`config.mk`:
```
export PLATFORM = sky130hd
export DESIGN_NAME = bsc_exec
export DESIGN_NICKNAME = d
export VERILOG_FILES = /design/src/shared/bsc_pkg.sv /design/src/hdl/bsc_exec.sv
export SDC_FILE = /design/constraint.sdc
export NUM_CORES = 1
export LEC_CHECK = 0
export CAP_MARGIN = 20
export CORE_MARGIN = 2
export CORE_UTILIZATION = 30
export DETAILED_ROUTE_END_ITERATION = 6
export DONT_BUFFER_PORTS = 1
export PLACE_DENSITY = 0.51
export SYNTH_ARGS = -nofsm -noshare
export SYNTH_HDL_FRONTEND = slang
export SYNTH_SLANG_ARGS = --single-unit
```
`constraint.sdc`:
```
create_clock -name i_clk -period 4.5 [get_ports i_clk]
set_clock_uncertainty 0.15 [all_clocks]
set_input_delay 0.9 -clock i_clk [delete_from_list [all_inputs] [get_ports i_clk]]
set_output_delay 0.9 -clock i_clk [all_outputs]
set_load 0.05 [all_outputs]
```
`src/shared/bsc_pkg.sv`:
```
// bsc_pkg: opcodes, field layout and reset values for the bit-skip/clear/call executor
// assumes a 14-bit instruction word with 7-bit file address and 13-bit program counter
package bsc_pkg;
  localparam int unsigned INSN_W = 14;
  localparam int unsigned PC_W = 13;
  localparam int unsigned DATA_W = 8;
  localparam int unsigned FADDR_W = 7;
  localparam int unsigned LIT_W = 11;
  // instruction encodings (14-bit)
  localparam logic [INSN_W-1:0] OP_KICK_WATCHDOG = 14'h0064;
  localparam logic [INSN_W-1:0] OP_ACC_ZERO = 14'h0103;
  localparam logic [6:0] OPH_ZERO_FILE = 7'h03;     // insn[13:7]
  localparam logic [5:0] OPH_MINUS_ONE = 6'h03;     // insn[13:8]
  localparam logic [5:0] OPH_INVERT = 6'h09;        // insn[13:8]
  localparam logic [3:0] OPH_TEST_SKIP_ONE = 4'h7;  // insn[13:10]
  localparam logic [2:0] OPH_CALL = 3'h4;           // insn[13:11]
  // field positions
  localparam int unsigned DEST_BIT = 7;
  localparam int unsigned BITSEL_LSB = 7;
  localparam int unsigned LATCH_HI = 4;
  localparam int unsigned LATCH_LO = 3;
  // reset values
  localparam logic [PC_W-1:0] PC_RESET = 13'h0000;
  localparam logic [DATA_W-1:0] ACC_RESET = 8'h00;
  localparam logic [DATA_W-1:0] ZERO_BYTE = 8'h00;
  typedef enum logic [0:0] {
    BSC_EXEC = 1'b0,
    BSC_FLUSH = 1'b1
  } bsc_state_t;
endpackage : bsc_pkg

```
`src/hdl/bsc_exec.sv`:
```
// bsc_exec: executes bit-test-skip, watchdog kick, call, invert, decrement and clears
// assumes file register data (i_fdata) arrives combinationally for the o_faddr-indexed read
// assumes the watchdog, its prescaler and the return stack sit outside and act on
// the one-cycle pulses o_wdt_clear and o_push
// Overview of operation
// - bit set: discard next, nop, two cycles
// - bit clear: next executes, no flags changed
// - watchdog kick zeroes the watchdog counter
// - watchdog kick also zeroes its prescaler
// - watchdog kick sets time-expired and sleep flags
// - call pushes pc plus one onto stack
// - call loads eleven-bit literal into pc[10:0]
// - call takes pc[12:11] from latch bits 4:3
// - call takes two cycles, flags untouched
// - invert complements file, affects only zero flag
// - dest 0 writes accumulator, 1 writes file
// - decrement file, selected destination, zero flag only
// - clear file writes zero, sets zero flag
// - clear accumulator, sets zero flag
`timescale 1ns/1ns
`default_nettype none
module bsc_exec
  import bsc_pkg::*;
(
  input wire logic i_clk,                       // 125 MHz instruction clock
  input wire logic i_rst_n,                     // async active-low reset
  input wire logic i_insn_valid,                // instruction word present
  input wire logic [INSN_W-1:0] i_insn,         // instruction word
  input wire logic [DATA_W-1:0] i_fdata,        // addressed file register value
  input wire logic [DATA_W-1:0] i_upper_pc_latch, // upper pc latch register
  output logic [FADDR_W-1:0] o_faddr,           // file address being read
  output logic o_fwrite,                        // file write strobe
  output logic [FADDR_W-1:0] o_fwaddr,          // file write address
  output logic [DATA_W-1:0] o_fwdata,           // file write data
  output logic [DATA_W-1:0] o_acc,              // accumulator
  output logic [PC_W-1:0] o_pc,                 // program counter
  output logic o_push,                          // stack push pulse
  output logic [PC_W-1:0] o_stack_head,         // value pushed to stack
  output logic o_zero_flag,                     // result-null flag
  output logic o_time_expired_flag,             // time-expired status
  output logic o_sleep_flag,                    // sleep status
  output logic o_wdt_clear,                     // watchdog counter and prescaler clear pulse
  output logic o_busy                           // high while the second cycle is a nop
);
  // reset leaves through two flops so every register below sees a clean
  // release on a clock edge; assertion stays asynchronous
  logic rst_s1_q, rst_n_q;
  always_ff @(posedge i_clk or negedge i_rst_n) begin
    if (!i_rst_n) begin
      rst_s1_q <= 1'b0;
      rst_n_q <= 1'b0;
    end else begin
      rst_s1_q <= 1'b1;
      rst_n_q <= rst_s1_q;
    end
  end

  bsc_state_t state_q, state_d;
  logic exec;
  assign exec = i_insn_valid && (state_q == BSC_EXEC);
  assign o_faddr = i_insn[FADDR_W-1:0];
  assign o_busy = (state_q == BSC_FLUSH);

  // decode: word matches are kept apart from the issue gate, so a word that
  // arrives in the flush slot matches but never reaches any state
  logic hit_kick, hit_acc_zero, hit_zero_file, hit_minus_one, hit_invert, hit_skip, hit_call;
  assign hit_kick = (i_insn == OP_KICK_WATCHDOG);
  assign hit_acc_zero = (i_insn == OP_ACC_ZERO);
  assign hit_zero_file = (i_insn[13:7] == OPH_ZERO_FILE);
  assign hit_minus_one = (i_insn[13:8] == OPH_MINUS_ONE);
  assign hit_invert = (i_insn[13:8] == OPH_INVERT);
  assign hit_skip = (i_insn[13:10] == OPH_TEST_SKIP_ONE);
  assign hit_call = (i_insn[13:11] == OPH_CALL);

  // words outside this group only advance the pc
  logic is_kick, is_acc_zero, is_zero_file, is_minus_one, is_invert, is_skip, is_call;
  assign is_kick = exec && hit_kick;
  assign is_acc_zero = exec && hit_acc_zero;
  assign is_zero_file = exec && hit_zero_file;
  assign is_minus_one = exec && hit_minus_one;
  assign is_invert = exec && hit_invert;
  assign is_skip = exec && hit_skip;
  assign is_call = exec && hit_call;

  logic [2:0] bitsel;
  logic skip_taken, dest_file;
  logic [DATA_W-1:0] result;
  logic has_result;
  assign bitsel = i_insn[BITSEL_LSB+2:BITSEL_LSB];
  // one-hot bit picker: each lane compares its own index, no variable shifter
  logic [DATA_W-1:0] bit_hit;
  genvar gi;
  generate
    for (gi = 0; gi < DATA_W; gi++) begin : g_bit_pick
      assign bit_hit[gi] = i_fdata[gi] && (bitsel == 3'(gi));
    end
  endgenerate
  assign skip_taken = is_skip && (|bit_hit);
  assign dest_file = i_insn[DEST_BIT];

  // only invert and decrement compute; clears take constants directly
  always_comb begin
    result = ZERO_BYTE;
    has_result = 1'b0;
    if (is_invert) begin
      result = ~i_fdata;
      has_result = 1'b1;
    end else if (is_minus_one) begin
      result = i_fdata - 8'h01;
      has_result = 1'b1;
    end
  end

  // two-cycle ops flush the following slot with a nop
  always_comb begin
    state_d = BSC_EXEC;
    case (state_q)
      BSC_EXEC: state_d = (skip_taken || is_call) ? BSC_FLUSH : BSC_EXEC;
      BSC_FLUSH: state_d = BSC_EXEC;
      default: state_d = BSC_EXEC;
    endcase
  end
  always_ff @(posedge i_clk or negedge rst_n_q) begin
    if (!rst_n_q) state_q <= BSC_EXEC;
    else state_q <= state_d;
  end

  // program counter: the flush slot advances it too, so a taken skip lands
  // two words on; a call's own flush steps past the target by one
  always_ff @(posedge i_clk or negedge rst_n_q) begin
    if (!rst_n_q) begin
      o_pc <= PC_RESET;
    end else begin
      if (is_call) begin
        o_pc <= {i_upper_pc_latch[LATCH_HI:LATCH_LO], i_insn[LIT_W-1:0]};
      end else if (exec || state_q == BSC_FLUSH) begin
        o_pc <= o_pc + 13'h0001; // skipped slot still advances pc
      end
    end
  end

  // return address and push pulse; the stack itself is outside
  always_ff @(posedge i_clk or negedge rst_n_q) begin
    if (!rst_n_q) begin
      o_push <= 1'b0;
      o_stack_head <= PC_RESET;
    end else begin
      o_push <= is_call;
      if (is_call) begin
        o_stack_head <= o_pc + 13'h0001;
      end
    end
  end

  // accumulator
  always_ff @(posedge i_clk or negedge rst_n_q) begin
    if (!rst_n_q) begin
      o_acc <= ACC_RESET;
    end else begin
      if (is_acc_zero) o_acc <= ZERO_BYTE;
      else if (has_result && !dest_file) o_acc <= result;
    end
  end

  // file write port: address and data follow every word, the strobe qualifies
  always_ff @(posedge i_clk or negedge rst_n_q) begin
    if (!rst_n_q) begin
      o_fwrite <= 1'b0;
      o_fwaddr <= '0;
      o_fwdata <= ZERO_BYTE;
    end else begin
      o_fwrite <= (has_result && dest_file) || is_zero_file;
      o_fwaddr <= i_insn[FADDR_W-1:0];
      o_fwdata <= is_zero_file ? ZERO_BYTE : result;
    end
  end

  // watchdog clear pulse; counter and prescaler zero on it outside
  always_ff @(posedge i_clk or negedge rst_n_q) begin
    if (!rst_n_q) begin
      o_wdt_clear <= 1'b0;
    end else begin
      o_wdt_clear <= is_kick;
    end
  end

  // time-expired and sleep: only the kick touches them here; the events
  // that clear them belong to the watchdog and sleep logic outside
  always_ff @(posedge i_clk or negedge rst_n_q) begin
    if (!rst_n_q) begin
      o_time_expired_flag <= 1'b1;
      o_sleep_flag <= 1'b1;
    end else begin
      if (is_kick) begin
        o_time_expired_flag <= 1'b1;
        o_sleep_flag <= 1'b1;
      end
    end
  end

  // zero flag; call, skip and kick leave it alone
  always_ff @(posedge i_clk or negedge rst_n_q) begin
    if (!rst_n_q) begin
      o_zero_flag <= 1'b0;
    end else begin
      if (is_zero_file || is_acc_zero) o_zero_flag <= 1'b1;
      else if (has_result) o_zero_flag <= (result == ZERO_BYTE);
    end
  end
endmodule : bsc_exec
`default_nettype wire

```
==> flow_summary.toml, run 1 <==
[finish]
fillCellCount = 1054
area_growth_pct = 3.89
drive_gt1_share_pct = 7.62
layout_commonest_cell = "dfrtp_1"
final_cells = 435
most-common-layout-cells = "55 x dfrtp_1, 37 x o21ai_0, 32 x nand2_1, 24 x nor2_1, 22 x nand3_1"
nets = 336
diodes = 0

[drt]
drt_iter0_markers = 73
vias_per_cell = 5.13
antenna_left = 0
wl_mm = 7.56
drc = 0
first_pass_iters = 4
avgRoutedWirePerCell_um = 17.4
via_count = 2231

[power]
ir_drop_mv = 0.234
clkPwrFrac_pct = 17.3
leakagePower_nw = 1.28
p_sw_w = 0.000817
p_seq_share_pct = 67.6
internal_power_w = 0.000831
power_w = 0.00165
swShare_pct = 49.6
power_density_nw_per_um2 = 530
power_frac_comb_pct = 15.1

[timing]
fin_crit_ns = 2.58
slew_violations = 0
layout_worst_path_cycle_share_pct = 57.4
worst_hold_slack_ns = 0.122
finalSetupTns_ns = 0
max_clock_freq_mhz = 387
rsz0062_at_grt = "false"
worstMarginPinSlew_ns = 0.950
setup_slack_ns = 1.92
final-setup-viol-count = 0
finalHoldViolCount = 0
relSlewSlack_pct = 36.4

[global_route]
grt_pass1_wl_mm = 12.1
track_usage_pct = 14.0
grt.busiest_layer = "met2"
grt_pass1_vias = 2167
use_met2_pct = 22.6
gr-usage-met3_pct = 6.02
grt_max_degree = 55
antenna_found_initial = 0
grt_overflow = 0
grtUsageMet1_pct = 17.4

[logic_synthesis]
netlist_area_um2 = 2990
ys_seq_area_share_pct = 46.8
async_flop_share_pct = 100
synthCells = 319
postSynthAreaPerCell_um2 = 9.38
yosysTopAreaCell = "dfrtp_1"
synth-edff-count = 0
ys_seq_elements = 56
ys_types = 56
synthTopCellsByArea = "dfrtp_1 47%, o21ai_0 6.2%, nand2_1 4.0%, nand3_1 3.7%, xnor2_1 3.2%"
synth_top_flop_cell = "dfrtp_1"
yosys_warnings = 0
yosysTopAreaCellShare_pct = 46.8

[clocking]
clock_latency_ns = 0.31
cts.sinks = 56
htreeDepth = 2
clockBufferDepth = 2
ctsRootBufferMaster = "clkbuf_8"
cts_buffers = 5
cts_tree = "done"
ctsResizeCount = 0
clk_pin_slew_ns = 0.11
cts_hold_buf = 0
post_cts.repair.setup_buffers = 0

[floorplanning]
core_um2 = 9730
row_count = 36
die_w_um = 104
pin_count = 96
fp.dieH_um = 104
start_util_pct = 30.7
dieArea_um2 = 10800

[placed_design]
port_buffers = 0
detailed_place_hpwl_mm = 5.38
pre_cts_ws_ns = 1.87
place_inst = 427
place.gp.congestion = 0.810

[critical_path]
cp.required_ns = 4.50
worstPathMaxFanout = 8
path_class = "reg2reg"
end_kind = "flip-flop"
critical_path.startpoint_type = "flip-flop"
arrival_ns = 2.58

[status]
status = "completed"

[job]
max_cap_viol_count = 0

[hold_path]
hold_path.class = "in2async"
==> worst max-delay path: stages (launching register included) <==
cell and delay [ns]:
dfrtp_1 0.79, ha_1 0.39, nand3_1 0.19, nor4_1 0.57, o21ai_0 0.16, nand2_1 0.09, o21ai_0 0.09
==> registers in the layout, summed over array words and instances (netlist names) <==
register	count
o_wdt_clear	1
o_zero_flag	1
rst_n_q	1
rst_s1_q	1
o_fwdata	8
o_push	1
o_fwrite	1
o_stack_head	13
o_pc	13
o_busy	1
o_fwaddr	7
o_acc	8
==> synth_stat cells (2+ instances only) <==
cell and instances:
a21oi_1 14, mux2i_1 2, or3_4 2, o22ai_1 3, inv_1 9, nor3_1 6
or4_1 2, buf_2 9, o31ai_1 2, buf_4 9, ha_1 2, o21a_1 5
and4_1 2, xnor2_1 11, nor3b_1 3, a31oi_1 4, nor2_1 24, a22oi_1 3
o21ai_0 37, nand2_1 32, dfrtp_1 56, nor4b_1 2, and3_1 5, nor4_1 3
clkbuf_1 9, nand3_1 22, or2_2 2, nand2b_1 3, xor2_1 7, nand4_1 3
==> area by class of cell <==
cell class / instances / area, µm² / area share [%]
clock buffer: 6 / 72.6 / 2.33
clock inverter: 2 / 16.3 / 0.523
inverter: 9 / 33.8 / 1.09
multi-input combinational: 227 / 1400 / 45.1
sequential: 56 / 1400 / 45.1
tap: 133 / 166 / 5.35
timing repair buffer: 2 / 15.0 / 0.483
==> power by group through the flow <==
| stage | Combinational [W] | Clock, W | Sequential [W] |
|---|---|---|---|
| final | 0.000249 | 0.000285 | 0.00111 |
| after global placement | 0.000247 | 0 | 0.00112 |
| after CTS | 0.000254 | 0.000300 | 0.00112 |
| after global routing | 0.000289 | 0.000314 | 0.00114 |
| after detailed placement | 0.000253 | 0 | 0.00113 |
| after floorplan | 0.000252 | 0 | 0.00108 |
==> cell families after synthesis <==
family,after synthesis,synth area share (%)
simple gates,120,22.0
compound gates,80,16.0
flops,56,46.8
buf+inv,38,6.57
xor+xnor,18,5.27
mux,4,2.30
fa+ha+maj,2,0.836
other cells,1,0.125
==> layer usage <==
layer  wire length (µm)  share of wire [%]
met2               3610                 48
met4                 39               0.52
met5                  0                  0
met3                663                8.8
met1               3250                 43
==> through the flow <==
stage	area, µm²	utilization, %
after floorplan	3000	-
after global placement	3020	31.0
after detailed placement	3020	31.0
after CTS	3110	31.9
after global routing	3110	31.9
final	3110	31.9
==> worst paths after layout <==
path	cells after the start	slack [ns]	from	end
worst min-delay path	0	0.12	i_rst_n	rst_s1_q
min in group i_clk	0	0.22	rst_s1_q	rst_n_q
max in group asynchronous	1	3.50	rst_n_q	o_pc[7]
worst max register to register	6	1.92	o_pc[0]	o_pc[12]
worst max-delay path	6	1.92	o_pc[0]	o_pc[12]
worst min register to register	0	0.22	rst_s1_q	rst_n_q
(Power assumes the default switching activity.)
==> inputs of run 2 (changes only) <==
ABC_AREA = 1   (was unset)
clock period = 2.4 ns   (was 4.5 ns; I/O delays follow)
==> run 2 against run 1 <==
  * Synthesized area shrank 5.9%
  * Maximum frequency grew 46%
  * Flip-flop and latch count is the same
  * Sequential power grew 48%
  * Register-to-register slack lost 1.3 ns
  * Non-clock buffer count grew 22
  * Hold slack lost 0.049 ns
  * Core utilization grew 2.7 points
  * Count of clock-buffer cells in the layout shrank 1
  * Synthesized cell count grew 6.0%
  * Clock power grew 130%
  * Largest cell class unchanged
  * Cell area grew 2.1%
==> flow_summary.toml, run 2 <==
[logic_synthesis]
synth_top_flop_cell = "dfrtp_1"
yosysTopAreaCellShare_pct = 49.8
netlist_area_um2 = 2820
synthCells = 338
ys_seq_elements = 56
synthTopCellsByArea = "dfrtp_1 50%, nand2_1 12%, o21ai_0 4.6%, nor2_1 3.7%, inv_1 3.6%"
ys_types = 34
synth-edff-count = 0
yosys_warnings = 0
synth_simple_gate_area_share_pct = 27.7
yosysMostFrequentCell = "nand2_1"
yosysTopAreaCell = "dfrtp_1"
synth_fa_ha_area_share_pct = 0.889
async_flop_share_pct = 100
synth_top_cells_by_count = "90 x nand2_1, 56 x dfrtp_1, 28 x nor2_1, 27 x inv_1, 26 x o21ai_0"
synth_compound_area_share_pct = 10.6
ys_seq_area_share_pct = 49.8
postSynthAreaPerCell_um2 = 8.33
synth_top_family_by_area = "simple AND/OR/NAND/NOR gates"
synth_xor_xnor_area_share_pct = 2.13
synth.area.mux_share_pct = 0

[drt]
via_count = 2254
maxUsedRoutingLayer = "met4"
met1_length_mm = 3.31
drc = 0
drt_iter0_markers = 142
vias_per_cell = 4.84
wl_mm = 7.34
wl_met2_mm = 3.36
avgRoutedWirePerCell_um = 15.8
first_pass_iters = 4
antenna_left = 0
dr_wl_met3_um = 612

[critical_path]
end_kind = "flip-flop"
path_class = "reg2reg"
path_buf_inv = 1
critical_path.startpoint_type = "flip-flop"
r2r_slack_ns = 0.62
arrival_ns = 1.81
crit_family = "simple AND/OR/NAND/NOR gates"
slowest_delay_ns = 0.37
cp_slowest_cell = "dfrtp_1"
timing.rr.start = "o_pc[0]"
path_cells = "ha_1 > inv_1 > nor2_2 > nand2_1 > o21ai_1 > nand3_1 > o211ai_1 > o21ai_0"
worstPathMaxFanout = 6
cp.required_ns = 2.44
r2r_end = "o_pc[10]"
reg2reg_depth = 8

[timing]
max_clock_freq_mhz = 563
fin_crit_ns = 1.78
worstMarginPinSlew_ns = 0.544
setup_slack_ns = 0.624
layout_worst_path_cycle_share_pct = 74.0
worst_hold_slack_ns = 0.0729
final-setup-viol-count = 0
slew_violations = 0
finalHoldViolCount = 0
relSlewSlack_pct = 63.7
rsz0062_at_grt = "false"
finalSetupTns_ns = 0

[global_route]
grt_pass1_wl_mm = 12.1
antenna_found_initial = 0
grt_max_degree = 34
grt_overflow = 0
track_usage_pct = 15.3
grt_pass1_vias = 2256

[floorplanning]
start_util_pct = 30.8
pin_count = 96
fp.dieH_um = 101
dieArea_um2 = 10200
die_w_um = 101
core_um2 = 9150
row_count = 35

[placed_design]
pre_cts_ws_ns = 0.621
detailed_place_hpwl_mm = 5.47
port_buffers = 0
place.gp.congestion = 0.841

[finish]
diodes = 0
most-common-layout-cells = "90 x nand2_1, 55 x dfrtp_1, 28 x nor2_1, 27 x inv_1, 26 x o21ai_0"
top_regs = "o_pc: 13 flops, o_stack_head: 13 flops"
area_growth_pct = 12.7
layout_commonest_cell = "nand2_1"
fillCellCount = 945
drive_gt1_share_pct = 14.1
nets = 389

[power]
power_w = 0.00312
power_density_nw_per_um2 = 983
leakagePower_nw = 1.58
ir_drop_mv = 0.348

[clocking]
clock_latency_ns = 0.32
htreeDepth = 2
clockBufferDepth = 2
cts.sinks = 56
clk_pin_slew_ns = 0.11
ctsRootBufferMaster = "clkbuf_8"
cts_tree = "done"
cts_buffers = 5

[hold_path]
hold_path.class = "in2reg"
min_from = "i_fdata[0]"
holdPathEnd = "o_fwdata[0]"
min_path_cells = 1

[status]
status = "completed"

[job]
max_cap_viol_count = 0
run 2: cell types whose count changed in the layout (fill, tap and decap cells not counted), moves of 7 or more:
cell / previous run / this run
xnor2_1: 11 / 2
inv_2: 0 / 7
dlygate4sd3_1: 0 / 8
nand2_1: 32 / 90
a21oi_1: 14 / 4
o21ai_0: 37 / 26
inv_1: 9 / 27
buf_4: 2 / 15
run 2: layout make-up:
type	count	area (µm²)	area share [%]
flip-flops and latches	56	1400	44.2
clock buffers	5	68.8	2.17
well taps	111	139	4.38
clock inverters	3	46.3	1.46
inverters	34	128	4.02
multi-input cells	233	1180	37.1
repair buffers	24	213	6.70
run 2: worst max-delay path by stage:
stage | startpoint | to | cells after the start
after global routing | o_pc[0] | o_pc[10] | 8
after detailed placement | i_insn[13] | o_acc[2] | 6
after CTS | o_pc[0] | o_pc[10] | 8
after floorplan | o_pc[0] | o_pc[10] | 8
final | o_pc[0] | o_pc[10] | 8
after global placement | i_insn[13] | o_acc[2] | 6
run 2: logic make-up (layout without fill, tap and decap cells):
| family | after synthesis | count (layout) |
|---|---|---|
| buffers and inverters | 51 | 66 |
| flip-flops | 56 | 56 |
| AND/OR/NAND/NOR | 170 | 170 |
| AO/OA/AOI/OAI | 52 | 52 |
| adder cells (fa/ha/maj) | 2 | 2 |
| other | 1 | 3 |
| XOR/XNOR | 6 | 6 |
run 2: worst register-to-register path: cells and delay by family, from the launching register on:
family,cells,cell delay (ns)
AO/OA/AOI/OAI,3,0.38
AND/OR/NAND/NOR,3,0.51
flip-flops,1,0.37
adder cells (fa/ha/maj),1,0.19
buffers and inverters,1,0.06
run 2: stage by stage:
stage               cells  area, µm²  util [%]
floorplan             340       2820         -
global route          466       3170      34.7
CTS                   459       3100      33.9
detailed placement    450       2980      32.5
finish                466       3170      34.7
global placement      450       2980      32.5
run 2: where the power goes:
| group | internal [W] | switching (W) | leakage (nW) | total (W) |
|---|---|---|---|---|
| Combinational | 0.000264 | 0.000572 | 0.808 | 0.000836 |
| Sequential | 0.00111 | 0.000532 | 0.715 | 0.00164 |
| Clock | 0.000317 | 0.000326 | 0.0600 | 0.000643 |
run 2: repair_timing:
item / in CTS / in global routing
hold buffers: 1 / 7
endpoints found under the setup margin: 0 / 0
buffers inserted: 0 / 0
resized for setup: 0 / 0
endpoints found under the hold margin: 2 / 7
run 2: per-layer routing:
layer  up-vias  global-route usage [%]
li1       1129                       -
met1      1054                    20.7
met2        69                    23.3
met3         2                    4.79
met4         0                    5.06
met5         -                       0
==> inputs of run 3 (changes only) <==
clock period = 1.85 ns   (was 2.4 ns; I/O delays follow)
==> run 3 against run 2 <==
  * Sequential share of layout area down 1.1 points
  * Power up 35%
  * Die area unchanged
  * Core utilization up 0.92 points
  * Global-route usage down 0.32 points
  * Clock power up 50%
  * Hold slack worse by 0.034 ns
  * Critical endpoint is now o_pc[9]
  * Highest routed layer unchanged
==> flow_summary.toml, run 3 (synthesized netlist as in run 2, its figures left out) <==
[status]
status = "completed"

[critical_path]
end_kind = "flip-flop"
r2r_slack_ns = 0.17
cp.required_ns = 1.90
path_cells = "buf_4 > nand3_1 > inv_1 > nand2_1 > o21ai_0 > nand3_1 > nand3_1 > nand2_1"
path_buf_inv = 2
cp-startpoint = "o_pc[1]"
r2r_end = "o_pc[9]"
crit_top_cell = "nand3_1"
crit_family = "simple AND/OR/NAND/NOR gates"
crit_cells = 8
cp_slowest_cell = "dfrtp_2"
crit_path_end = "o_pc[9]"
slowest_delay_ns = 0.37
path_class = "reg2reg"
critical_path.startpoint_type = "flip-flop"
arrival_ns = 1.73
timing.rr.start = "o_pc[1]"
worstPathMaxFanout = 4
reg2reg_depth = 8

[clocking]
clock_latency_ns = 0.31
clk_pin_slew_ns = 0.11
ctsRootBufferMaster = "clkbuf_8"
cts_tree = "done"
cts.sinks = 56
clockBufferDepth = 2
htreeDepth = 2
cts_buffers = 5

[hold_path]
min_from = "i_insn[1]"
hold_path.class = "in2reg"

[finish]
final_core_util_pct = 35.6
top_regs = "o_pc: 13 flops, o_stack_head: 13 flops"
area_growth_pct = 15.7
most-common-layout-cells = "90 x nand2_1, 53 x dfrtp_1, 28 x nor2_1, 27 x inv_1, 26 x o21ai_0"
drive_gt1_share_pct = 15.6
fillCellCount = 951
diodes = 0
layout_commonest_cell = "nand2_1"
nets = 393

[floorplanning]
dieArea_um2 = 10200
core_um2 = 9150
row_count = 35
fp.dieH_um = 101
die_w_um = 101
start_util_pct = 30.8
pin_count = 96

[power]
leakagePower_nw = 1.62
ir_drop_mv = 0.393
power_density_nw_per_um2 = 1290

[drt]
drc = 0
wl_mm = 7.21
via_count = 2331
first_pass_iters = 4
vias_per_cell = 4.96
avgRoutedWirePerCell_um = 15.3
drt_iter0_markers = 103
antenna_left = 0

[timing]
slew_violations = 0
rsz0062_at_grt = "false"
finalSetupTns_ns = 0
max_clock_freq_mhz = 596
finalHoldViolCount = 0
layout_worst_path_cycle_share_pct = 90.7
fin_crit_ns = 1.68
final-setup-viol-count = 0

[global_route]
grt_pass1_wl_mm = 12.0
track_usage_pct = 15.0
grt_max_degree = 55
grt_pass1_vias = 2302
antenna_found_initial = 0
grt_overflow = 0

[placed_design]
place.gp.congestion = 0.816
port_buffers = 0
detailed_place_hpwl_mm = 5.40

[job]
max_cap_viol_count = 0
run 3: report_power, final:
part / switching (W) / internal [W]
registers: 0.000648 / 0.00144
logic: 0.000797 / 0.000367
clock network: 0.000417 / 0.000545
run 3: worst reg2reg max path, cell delays in order (launching register included):
cell,delay (ns)
dfrtp_2,0.37
buf_4,0.21
nand3_1,0.13
inv_1,0.12
nand2_1,0.09
o21ai_0,0.25
nand3_1,0.11
nand3_1,0.07
nand2_1,0.05
run 3: worst min path at each step:
| stage | to | depth (start not counted) |
|---|---|---|
| after detailed placement | rst_n_q | 0 |
| after global placement | rst_n_q | 0 |
| after floorplan | rst_n_q | 0 |
| after global routing | o_pc[1] | 2 |
| final | o_pc[1] | 2 |
| after CTS | o_pc[1] | 2 |
run 3: through the flow:
step                setup slack, ns  cells  hold WS (ns)  power (W)  cell area [µm²]
finish                        0.172    470        0.0391    0.00422             3260
global route                0.00275    470        0.0363    0.00444             3260
CTS                           0.121    470        0.0269    0.00425             3240
detailed placement            0.141    453       -0.0755    0.00326             3020
global placement              0.179    453       -0.0755    0.00324             3020
floorplan                    0.0314    340       -0.0756    0.00296             2830
run 3: area by class of cell:
cell class / instances / area, µm² / share of cell area, %
inverters: 34 / 128 / 3.92
well taps: 111 / 139 / 4.26
flip-flops and latches: 56 / 1410 / 43.1
repair buffers: 28 / 262 / 8.03
clock buffers: 5 / 68.8 / 2.11
multi-input cells: 233 / 1190 / 36.4
clock inverters: 3 / 68.8 / 2.11
run 3: timing repair:
item / in CTS / in global routing
hold buffers: 9 / 0
gates resized for setup: 0 / 3
setup buffers: 0 / 0
endpoints found under the hold margin: 11 / 0
setup endpoints to repair: 0 / 3
run 3: per-layer routing:
metal / vias up / GRT usage (%) / part of all wire (%)
met1: 1114 / 19.4 / 44
met2: 72 / 24.5 / 47
li1: 1140 / - / -
met3: 5 / 4.23 / 8.1
met5: - / 0 / 0
met4: 0 / 4.32 / 1.1
